$ cat config.mk
export PLATFORM = sky130hd
export DESIGN_NAME = pll_config_select_divide
export DESIGN_NICKNAME = d
export VERILOG_FILES = /design/src/verilog/pll_config_select_divide.v /design/src/verilog/pll_ratio_table.v
export VERILOG_INCLUDE_DIRS = /design/src /design/src/verilog
export SDC_FILE = /design/constraint.sdc
export NUM_CORES = 2
export LEC_CHECK = 0
export ABC_AREA = 1
export BUFFER_PORTS_ARGS = -buffer_cell sky130_fd_sc_hd__buf_2
export CAP_MARGIN = 20
export CORE_ASPECT_RATIO = 0.5
export CORE_MARGIN = 5
export CORE_UTILIZATION = 45
export DETAILED_ROUTE_END_ITERATION = 8
export GPL_ROUTABILITY_DRIVEN = 0
export PLACE_DENSITY = 0.61
export RECOVER_POWER = 25
export SLEW_MARGIN = 20
export SYNTH_ARGS = -nofsm -noshare
export SYNTH_HDL_FRONTEND = slang
export SYNTH_SLANG_ARGS = --single-unit
$ cat constraint.sdc
create_clock -name ref_clk -period 133.9 [get_ports ref_clk]
set_input_delay 13.39 -clock ref_clk [delete_from_list [all_inputs] [get_ports ref_clk]]
set_output_delay 13.39 -clock ref_clk [all_outputs]
set_load 0.01 [all_outputs]
$ cat src/verilog/pll_cfg_regs.vh
// register offsets, field positions and reset values of the pll configuration block
// assumes inclusion by bare name from design files
`ifndef PLL_CFG_REGS_VH
`define PLL_CFG_REGS_VH
`define PLL_CTRL_ADDR 12'h000
`define PLL_STATUS_ADDR 12'h004
`define PLL_CFG_ONE_ADDR 12'h008
`define PLL_CFG_TWO_ADDR 12'h00C
`define CTL_IDIV_LSB 0
`define CTL_RNG_LSB 4
`define CTL_ICLK_BIT 7
`define CTL_MULT_LSB 16
`define CTL_ODIV_LSB 24
`define CW2_IDIV_LSB 0
`define CW2_RNG_LSB 4
`define CW2_ICLK_BIT 7
`define CW2_MULT_LSB 8
`define CW2_ODIV_LSB 16
`define CW1_SOSC_BIT 6
`define CTL_WMASK 32'h077F00F7
`define CTL_RST_ICLK 1'h0
`define CTL_RST_IDIV 3'h0
`define CTL_RST_RNG 3'h0
`define CTL_RST_MULT 7'h00
`define CTL_RST_ODIV 3'h1
`define SOSC_RST 1'h0
`define RNG_MIN_KHZ 5000
`define RNG_MAX_KHZ 64000
`endif

$ cat src/verilog/pll_config_select_divide.v
// pll configuration: runtime control register, config-word load, ratio and frequency model
// assumes an apb master on ref_clk; config words are static straps, sampled after reset release
//
// The APB register port and the register offsets are this design's own decisions.
`timescale 1ns/1ns
`default_nettype none
`include "pll_cfg_regs.vh"
// Notes on behaviour
// RL1: bit 7 of control picks primary oscillator (0) or internal fast rc (1).
// RL2: reference input from 5 MHz up to 64 MHz is accepted.
// RL3: input divided by three-bit input divider code plus one.
// RL4: range code decodes bypass, five bands, codes 110 and 111 reserved.
// RL5: multiplier is seven-bit field at 22:16 plus one, 1 to 128.
// RL6: output divider at 26:24: 2,4,8,16, and 32 for codes 101-111.
// RL7: config word two holds divider, range, select, multiplier, output divider.
// RL8: secondary oscillator enable comes from bit 6 of config word one.
// RL9: control loads from config word two on the first edge after reset; fout = fin/idiv*mult/odiv.
module pll_config_select_divide #(
  parameter FREQ_W = 32
) (
  // clock and reset
  input wire ref_clk,
  input wire rst,
  // apb slave
  input wire psel,
  input wire penable,
  input wire pwrite,
  input wire [11:0] paddr,
  input wire [31:0] pwdata,
  output wire pready,
  output reg [31:0] prdata,
  output wire pslverr,
  // configuration words
  input wire [31:0] config_word_one,
  input wire [31:0] config_word_two,
  // oscillator frequencies in kHz
  input wire [FREQ_W-1:0] primary_oscillator_khz,
  input wire [FREQ_W-1:0] internal_fast_rc_oscillator_khz,
  // pll settings to the analog core
  output reg pll_input_source_select,
  output reg [2:0] pll_input_divider,
  output reg [2:0] pll_input_range,
  output reg [6:0] pll_feedback_multiplier,
  output reg [2:0] pll_output_divider,
  output reg cfg_secondary_osc_enable,
  // derived state
  output reg [FREQ_W-1:0] pll_ref_khz,
  output reg [FREQ_W-1:0] pll_out_khz,
  output reg ref_in_range
);
  localparam ST_LOAD = 1'b0;
  localparam ST_RUN = 1'b1;
  reg state;
  reg next_state;
  reg next_input_source_select;
  reg [2:0] next_input_divider;
  reg [2:0] next_input_range;
  reg [6:0] next_feedback_multiplier;
  reg [2:0] next_output_divider;
  reg next_secondary_osc_enable;
  reg [31:0] next_prdata;

  wire [2:0] cfg_pll_input_divider = config_word_two[`CW2_IDIV_LSB +: 3]; // [RL7]
  wire [2:0] cfg_pll_input_range = config_word_two[`CW2_RNG_LSB +: 3];
  wire cfg_pll_input_source_select = config_word_two[`CW2_ICLK_BIT];
  wire [6:0] cfg_pll_feedback_multiplier = config_word_two[`CW2_MULT_LSB +: 7];
  wire [2:0] cfg_pll_output_divider = config_word_two[`CW2_ODIV_LSB +: 3];
  wire [31:0] system_pll_control = {5'h00, pll_output_divider, 1'b0, pll_feedback_multiplier,
    8'h00, pll_input_source_select, pll_input_range, 1'b0, pll_input_divider};
  wire [3:0] idiv_ratio;
  wire [5:0] odiv_ratio;
  wire [16:0] rng_lo_khz;
  wire [16:0] rng_hi_khz;
  wire rng_bypass;
  wire rng_reserved;
  wire acc = psel & penable;
  wire hit_ctrl = (paddr == `PLL_CTRL_ADDR);
  wire hit_status = (paddr == `PLL_STATUS_ADDR);
  wire hit_one = (paddr == `PLL_CFG_ONE_ADDR);
  wire hit_two = (paddr == `PLL_CFG_TWO_ADDR);
  wire mapped = hit_ctrl | hit_status | hit_one | hit_two;
  wire unmapped = ~mapped;
  wire ro_write = pwrite & ~hit_ctrl;
  wire ctrl_write = acc & pwrite & hit_ctrl;
  // captured in the setup cycle so prdata stands still through the access phase
  wire read_setup = psel & ~penable & ~pwrite;

  // reserved bits of the control word never reach a field
  wire [31:0] masked_wdata = pwdata & `CTL_WMASK;
  wire loaded = (state == ST_RUN);
  wire [31:0] status_word = {29'h00000000, rng_reserved, ref_in_range, loaded};

  // read-only words refuse writes with an error rather than silently dropping them
  // zero wait states: every access phase is answered at once
  assign pready = 1'b1;
  assign pslverr = acc & (unmapped | ro_write);

  // control register: load from config word two, then software owns it
  always @* begin
    // holds by default so a plain read leaves the fields alone
    next_state = state;
    next_input_source_select = pll_input_source_select;
    next_input_divider = pll_input_divider;
    next_input_range = pll_input_range;
    next_feedback_multiplier = pll_feedback_multiplier;
    next_output_divider = pll_output_divider;
    next_secondary_osc_enable = cfg_secondary_osc_enable;
    case (state)
      ST_LOAD: begin
        // one load only; straps that move later are not followed until a reset
        next_state = ST_RUN;
        next_input_source_select = cfg_pll_input_source_select; // [RL9]
        next_input_divider = cfg_pll_input_divider;
        next_input_range = cfg_pll_input_range;
        next_feedback_multiplier = cfg_pll_feedback_multiplier;
        next_output_divider = cfg_pll_output_divider;
        next_secondary_osc_enable = config_word_one[`CW1_SOSC_BIT]; // [RL8]
      end
      ST_RUN: begin
        if (ctrl_write) begin
          next_input_source_select = masked_wdata[`CTL_ICLK_BIT]; // [RL1]
          next_input_divider = masked_wdata[`CTL_IDIV_LSB +: 3];
          next_input_range = masked_wdata[`CTL_RNG_LSB +: 3];
          next_feedback_multiplier = masked_wdata[`CTL_MULT_LSB +: 7]; // [RL5]
          next_output_divider = masked_wdata[`CTL_ODIV_LSB +: 3]; // [RL6]
        end
      end
      default: begin
        next_state = ST_LOAD;
      end
    endcase
  end

  // async reset loads constants only; the straps are copied one edge later
  always @(posedge ref_clk or posedge rst) begin
    if (rst) begin
      state <= ST_LOAD;
      pll_input_source_select <= `CTL_RST_ICLK;
      pll_input_divider <= `CTL_RST_IDIV;
      pll_input_range <= `CTL_RST_RNG;
      pll_feedback_multiplier <= `CTL_RST_MULT;
      pll_output_divider <= `CTL_RST_ODIV;
      cfg_secondary_osc_enable <= `SOSC_RST;
    end else begin
      state <= next_state;
      pll_input_source_select <= next_input_source_select;
      pll_input_divider <= next_input_divider;
      pll_input_range <= next_input_range;
      pll_feedback_multiplier <= next_feedback_multiplier;
      pll_output_divider <= next_output_divider;
      cfg_secondary_osc_enable <= next_secondary_osc_enable;
    end
  end

  pll_ratio_table u_table (
    .ref_clk(ref_clk),
    .rst(rst),
    .idiv_code(pll_input_divider),
    .rng_code(pll_input_range),
    .odiv_code(pll_output_divider),
    .idiv_ratio(idiv_ratio),
    .odiv_ratio(odiv_ratio),
    .rng_lo_khz(rng_lo_khz),
    .rng_hi_khz(rng_hi_khz),
    .rng_bypass(rng_bypass),
    .rng_reserved(rng_reserved)
  );

  // frequency model; divide is costly but the settings change rarely
  // integer kHz: each divide drops the fraction, so the result may read a little low
  // pll_out_khz trails a divider or source write by two edges: ratios or pll_ref_khz, then this register; a multiplier write by one
  wire [FREQ_W-1:0] src_khz = pll_input_source_select ? internal_fast_rc_oscillator_khz
    : primary_oscillator_khz; // [RL1]
  wire [7:0] mult_ratio = {1'b0, pll_feedback_multiplier} + 8'h01; // [RL5]
  wire [FREQ_W-1:0] ref_divided = pll_ref_khz / idiv_ratio; // [RL3]
  wire [FREQ_W+7:0] scaled = ref_divided * mult_ratio;
  wire [FREQ_W+7:0] next_out = scaled / odiv_ratio; // [RL9]
  wire src_ok = (src_khz >= `RNG_MIN_KHZ) && (src_khz <= `RNG_MAX_KHZ); // [RL2]
  // bypass still needs the reference inside the overall input span
  wire in_band = (src_khz >= rng_lo_khz) && (src_khz <= rng_hi_khz);
  wire band_ok = rng_bypass || (!rng_reserved && in_band);
  always @(posedge ref_clk or posedge rst) begin
    if (rst) begin
      pll_ref_khz <= {FREQ_W{1'b0}};
      pll_out_khz <= {FREQ_W{1'b0}};
      ref_in_range <= 1'b0;
    end else begin
      pll_ref_khz <= src_khz;
      pll_out_khz <= next_out[FREQ_W-1:0];
      ref_in_range <= src_ok & band_ok; // [RL2]
    end
  end

  // read data
  always @* begin
    case (paddr)
      `PLL_CTRL_ADDR: begin
        next_prdata = system_pll_control;
      end
      `PLL_STATUS_ADDR: begin
        next_prdata = status_word;
      end
      `PLL_CFG_ONE_ADDR: begin
        next_prdata = config_word_one;
      end
      `PLL_CFG_TWO_ADDR: begin
        next_prdata = config_word_two;
      end
      default: begin
        next_prdata = 32'h00000000;
      end
    endcase
  end

  // unmapped reads return zero alongside the error
  always @(posedge ref_clk or posedge rst) begin
    if (rst) begin
      prdata <= 32'h00000000;
    end else if (read_setup) begin
      prdata <= next_prdata;
    end
  end
endmodule
`default_nettype wire

$ cat src/verilog/pll_ratio_table.v
// registered decode of divider and range codes into plain ratios and limits
// assumes one clock; uses no constants from the register header
`timescale 1ns/1ns
`default_nettype none
module pll_ratio_table (
  // clock and reset
  input wire ref_clk,
  input wire rst,
  // codes
  input wire [2:0] idiv_code,
  input wire [2:0] rng_code,
  input wire [2:0] odiv_code,
  // decoded values
  output reg [3:0] idiv_ratio,
  output reg [5:0] odiv_ratio,
  output reg [16:0] rng_lo_khz,
  output reg [16:0] rng_hi_khz,
  output reg rng_bypass,
  output reg rng_reserved
);
  always @(posedge ref_clk or posedge rst) begin
    if (rst) begin
      idiv_ratio <= 4'h1;
      odiv_ratio <= 6'h02;
      rng_lo_khz <= 17'h00000;
      rng_hi_khz <= 17'h00000;
      rng_bypass <= 1'b1;
      rng_reserved <= 1'b0;
    end else begin
      idiv_ratio <= {1'b0, idiv_code} + 4'h1; // [RL3]
      case (odiv_code) // [RL6]
        3'h1: odiv_ratio <= 6'h02;
        3'h2: odiv_ratio <= 6'h04;
        3'h3: odiv_ratio <= 6'h08;
        3'h4: odiv_ratio <= 6'h10;
        3'h0: odiv_ratio <= 6'h02; // code 0 undocumented, treated as the smallest divide
        default: odiv_ratio <= 6'h20;
      endcase
      rng_bypass <= (rng_code == 3'h0);
      rng_reserved <= (rng_code[2:1] == 2'h3);
      case (rng_code) // [RL4]
        3'h1: begin
          rng_lo_khz <= 17'd5000;
          rng_hi_khz <= 17'd10000;
        end
        3'h2: begin
          rng_lo_khz <= 17'd8000;
          rng_hi_khz <= 17'd16000;
        end
        3'h3: begin
          rng_lo_khz <= 17'd13000;
          rng_hi_khz <= 17'd26000;
        end
        3'h4: begin
          rng_lo_khz <= 17'd21000;
          rng_hi_khz <= 17'd42000;
        end
        3'h5: begin
          rng_lo_khz <= 17'd34000;
          rng_hi_khz <= 17'd64000;
        end
        default: begin
          rng_lo_khz <= 17'h00000;
          rng_hi_khz <= 17'h00000;
        end
      endcase
    end
  end
endmodule
`default_nettype wire

==> impl_metrics.py <==
metrics = {
    "cts": {
        "h-tree-depth": 4,
        "clk_path_buf_depth": 3,
        "cts_buffers": 25,
        "cts.sinks": 143,
        "clockRootBuffer": "clkbuf_16",
        "cts_tree": "built",
        "path_clk_slew_ns": 0.10,
        "insertion_delay_ns": 0.57,
    },
    "timing": {
        "setup_violations": 0,
        "worst_pin_slew_ns": 4.80,
        "min_period_ns": 121.71,
        "skew_ns": 0.0571,
        "max-slew-margin-rel_pct": -222,
        "layout_setup_ws_ns": 12.19,
        "period_share_pct": 90.9,
        "finalMaxSlewViolations": 107,
        "clock.fmax_ghz": 0.00822,
        "final_hold_viol_count": 0,
    },
    "floorplan": {
        "ios": 294,
        "die_w_um": 557,
        "fp-row-count": 100,
        "die_h_um": 283,
        "die-area_um2": 158000,
        "initial_core_util_pct": 45.2,
        "core_um2": 149000,
    },
    "worst_setup_path": {
        "cp-start-kind": "flop",
        "crit_path_max_incr_delay_ns": 0.57,
        "critPathCaptureType": "flop",
        "rrSetupSlack_ns": 12.19,
        "cpMaxStageDelayCell": "dfstp_2",
        "crit_family": "simple AND/OR/NAND/NOR gates",
        "cpMostUsedCell": "nand2_1",
        "critPathRequiredTime_ns": 134.33,
        "path_class": "flop to flop",
        "rr_worst_depth": 858,
        "crit_fanout": 50,
        "critPathBufInv": 152,
        "worstReg2RegStart": "u_table.idiv_ratio[0]",
        "worst_r2r_endpoint": "pll_out_khz[0]",
        "arrival_ns": 122.14,
    },
    "cells_and_area": {
        "layoutNonFillerInstCount": 14800,
        "drive_gt1_share_pct": 13.5,
        "areaGrowthSynthToFinish_pct": 9.59,
        "n_fill_cell": 16300,
        "nets": 13600,
    },
    "drt": {
        "via_per_inst": 5.23,
        "wl_per_cell_um": 14.9,
        "vias": 77600,
        "first_iter_violations": 5890,
        "drt_first_pass_iters": 6,
        "antenna_left": 0,
        "route.detailed.drc": 0,
        "routed_wirelength_um": 220000,
    },
    "yosys": {
        "ys_seq_area_share_pct": 5.33,
        "synth_edf_count": 0,
        "synthFlopType": "dfrtp_1",
        "synthCells": 12400,
        "async_flop_share_pct": 100,
        "synthDistinctLibCells": 75,
        "avgSynthCellArea_um2": 5.42,
        "syn_area_um2": 67200,
        "yosysWarnings": 0,
        "synth-seq-cells": 143,
    },
    "global_route": {
        "grt_pass1_wl_um": 355000,
        "first_global_vias": 70600,
        "grt_usage_pct": 26.6,
        "gr-total-overflow": 0,
        "antenna_found_initial": 2,
        "grt_max_degree": 107,
    },
    "outcome": {
        "violations": "max-capacitance violations, max-slew violations",
        "status": "finished, violations left",
    },
    "placed_design": {
        "port_buffers": 277,
        "place_hpwl_um": 183000,
        "dp_cells": 14700,
        "dp_slack_ns": -0.799,
    },
    "hold_path": {
        "hp-start": "pll_input_divider[0]",
        "hold_path_end": "u_table.idiv_ratio[0]",
        "holdPathStages": 1,
        "hold_path.class": "flop to flop",
    },
    "flow_run": {
        "max_cap_viol_count": 1,
    },
}
[worst max-delay path by stage]
stage,from,end,slack (ns),cells after the start
floorplan,u_table.idiv_ratio[0],pll_out_khz[0],6.97,1173
global placement,u_table.idiv_ratio[0],pll_out_khz[0],0.59,1171
detailed placement,u_table.idiv_ratio[0],pll_out_khz[0],-0.80,921
CTS,u_table.idiv_ratio[0],pll_out_khz[0],0.10,891
global route,u_table.idiv_ratio[0],pll_out_khz[0],-0.51,842
finish,u_table.idiv_ratio[0],pll_out_khz[0],12.19,846
[synthesized netlist by cell type, types with 8 or more instances]
master / instances / area share [%]
nand2_1: 3681 / 21
inv_1: 2069 / 12
nor2_1: 1432 / 8.0
nand3_1: 1104 / 8.2
o21ai_0: 518 / 3.9
nand4_1: 397 / 3.7
ha_1: 395 / 7.4
a21oi_1: 290 / 2.2
nand2_2: 286 / 2.7
xor2_1: 229 / 3.0
nor2_2: 188 / 1.7
fa_1: 180 / 5.4
xnor2_1: 140 / 1.8
dfrtp_1: 139 / 5.2
nand3_2: 139 / 2.1
nor3_1: 130 / 0.97
o21ai_1: 105 / 0.78
clkbuf_1: 85 / 0.47
nand3b_1: 79 / 0.88
inv_2: 77 / 0.43
buf_6: 67 / 1.1
nor2_4: 56 / 0.94
o21bai_1: 52 / 0.58
or2_2: 50 / 0.47
clkinv_1: 41 / 0.23
nand2_4: 36 / 0.60
buf_2: 33 / 0.25
o21ai_2: 32 / 0.42
o22ai_1: 31 / 0.29
buf_4: 28 / 0.31
o211ai_1: 27 / 0.30
nor4_1: 21 / 0.20
o21a_1: 20 / 0.22
a21o_1: 19 / 0.21
o31ai_1: 19 / 0.21
o221ai_1: 18 / 0.23
a211oi_1: 14 / 0.16
mux2i_1: 14 / 0.21
o2111ai_1: 13 / 0.17
nor3_2: 12 / 0.18
and2_1: 11 / 0.10
a31oi_1: 10 / 0.093
buf_8: 8 / 0.18
[through the flow]
stage	cell area, um2	utilization [%]	TNS [ns]	hold WS, ns
after floorplan	67200	-	0	0.466
final	73700	49.5	0	0.494
after global routing	73600	49.5	-0.509	0.511
after CTS	72300	48.6	0	0.482
after detailed placement	71500	48.1	-0.799	0.465
after global placement	71500	48.1	0	0.478
[area by class of cell]
type                       instances  area, um2  share of cell area (%)
timing repair inverter             2       10.0                  0.0136
tap                             1989       2490                    3.38
sequential                       143       3580                    4.87
clock inverter                     3       17.5                  0.0238
antenna                            1       2.50                 0.00340
multi-input combinational       9837      54400                    73.9
clock buffer                      30        674                   0.916
inverter                        2195       8300                    11.3
timing repair buffer             637       4130                    5.60
[sequential cells by signal, summed over array words and instances, names as in the netlist]
name and count:
pll_input_source_select 1, cfg_secondary_osc_enable 1, u_table.idiv_ratio 4, pll_output_divider 3, pll_feedback_multiplier 7, pll_ref_khz 32, loaded 1, pll_out_khz 32
u_table.odiv_ratio 5, u_table.rng_lo_khz 7, pll_input_range 3, ref_in_range 1, u_table.rng_hi_khz 9, pll_input_divider 3, prdata 32, u_table.rng_bypass 1
u_table.rng_reserved 1
[layout by cell type (no fill, tap or decap), drive strengths merged, types with 6 or more instances in the layout]
cell type	instances
a211oi	14
a21boi	6
a21o	21
a21oi	292
a31oi	10
and2	15
buf	637
clkbuf	30
clkinv	49
clkinvlp	14
dfrtp	139
fa	180
ha	395
inv	2137
mux2i	14
nand2	4007
nand3	1252
nand3b	84
nand4	409
nor2	1680
nor3	143
nor3b	7
nor4	22
o2111ai	14
o211ai	27
o21a	20
o21ai	655
o21bai	52
o221ai	18
o22ai	31
o31ai	19
or2	60
xnor2	140
xor2	230
[worst reg2reg max path, delay by kind of cell, from the launching register on]
kind	cells	cell delay [ns]
compound gates	199	30.32
simple gates	426	50.75
flops	1	0.57
buf+inv	156	14.94
mux	1	0.25
fa+ha+maj	76	24.80
[cell families after synthesis]
group / Yosys count / synth area share, %
flip-flops: 143 / 5.33
AO/OA/AOI/OAI: 1190 / 9.97
buffers and inverters: 2426 / 14.7
AND/OR/NAND/NOR: 7677 / 52.2
other: 1 / 0.00558
adder cells (fa/ha/maj): 575 / 12.7
multiplexers: 14 / 0.208
XOR/XNOR: 370 / 4.83
[metal layers]
metal	vias up	part of all wire, %	wire length (um)	GRT usage, %
met2	2068	44	97500	43.8
met4	0	2.3	4970	5.68
met5	-	0	0	0
met3	308	5.8	12700	2.60
met1	35000	48	105000	37.7
li1	40200	-	-	-
[timing repair]
item / CTS / global route
resized for setup: 8 / 200
hold buffers: 0 / 0
gates cloned: 1 / 10
endpoints found under the setup margin: 1 / 6
setup buffers: 0 / 84
pin swaps: 0 / 53
Power is not shown: default switching activity piles up to over one toggle a cycle in this logic, so the estimate is an artifact.
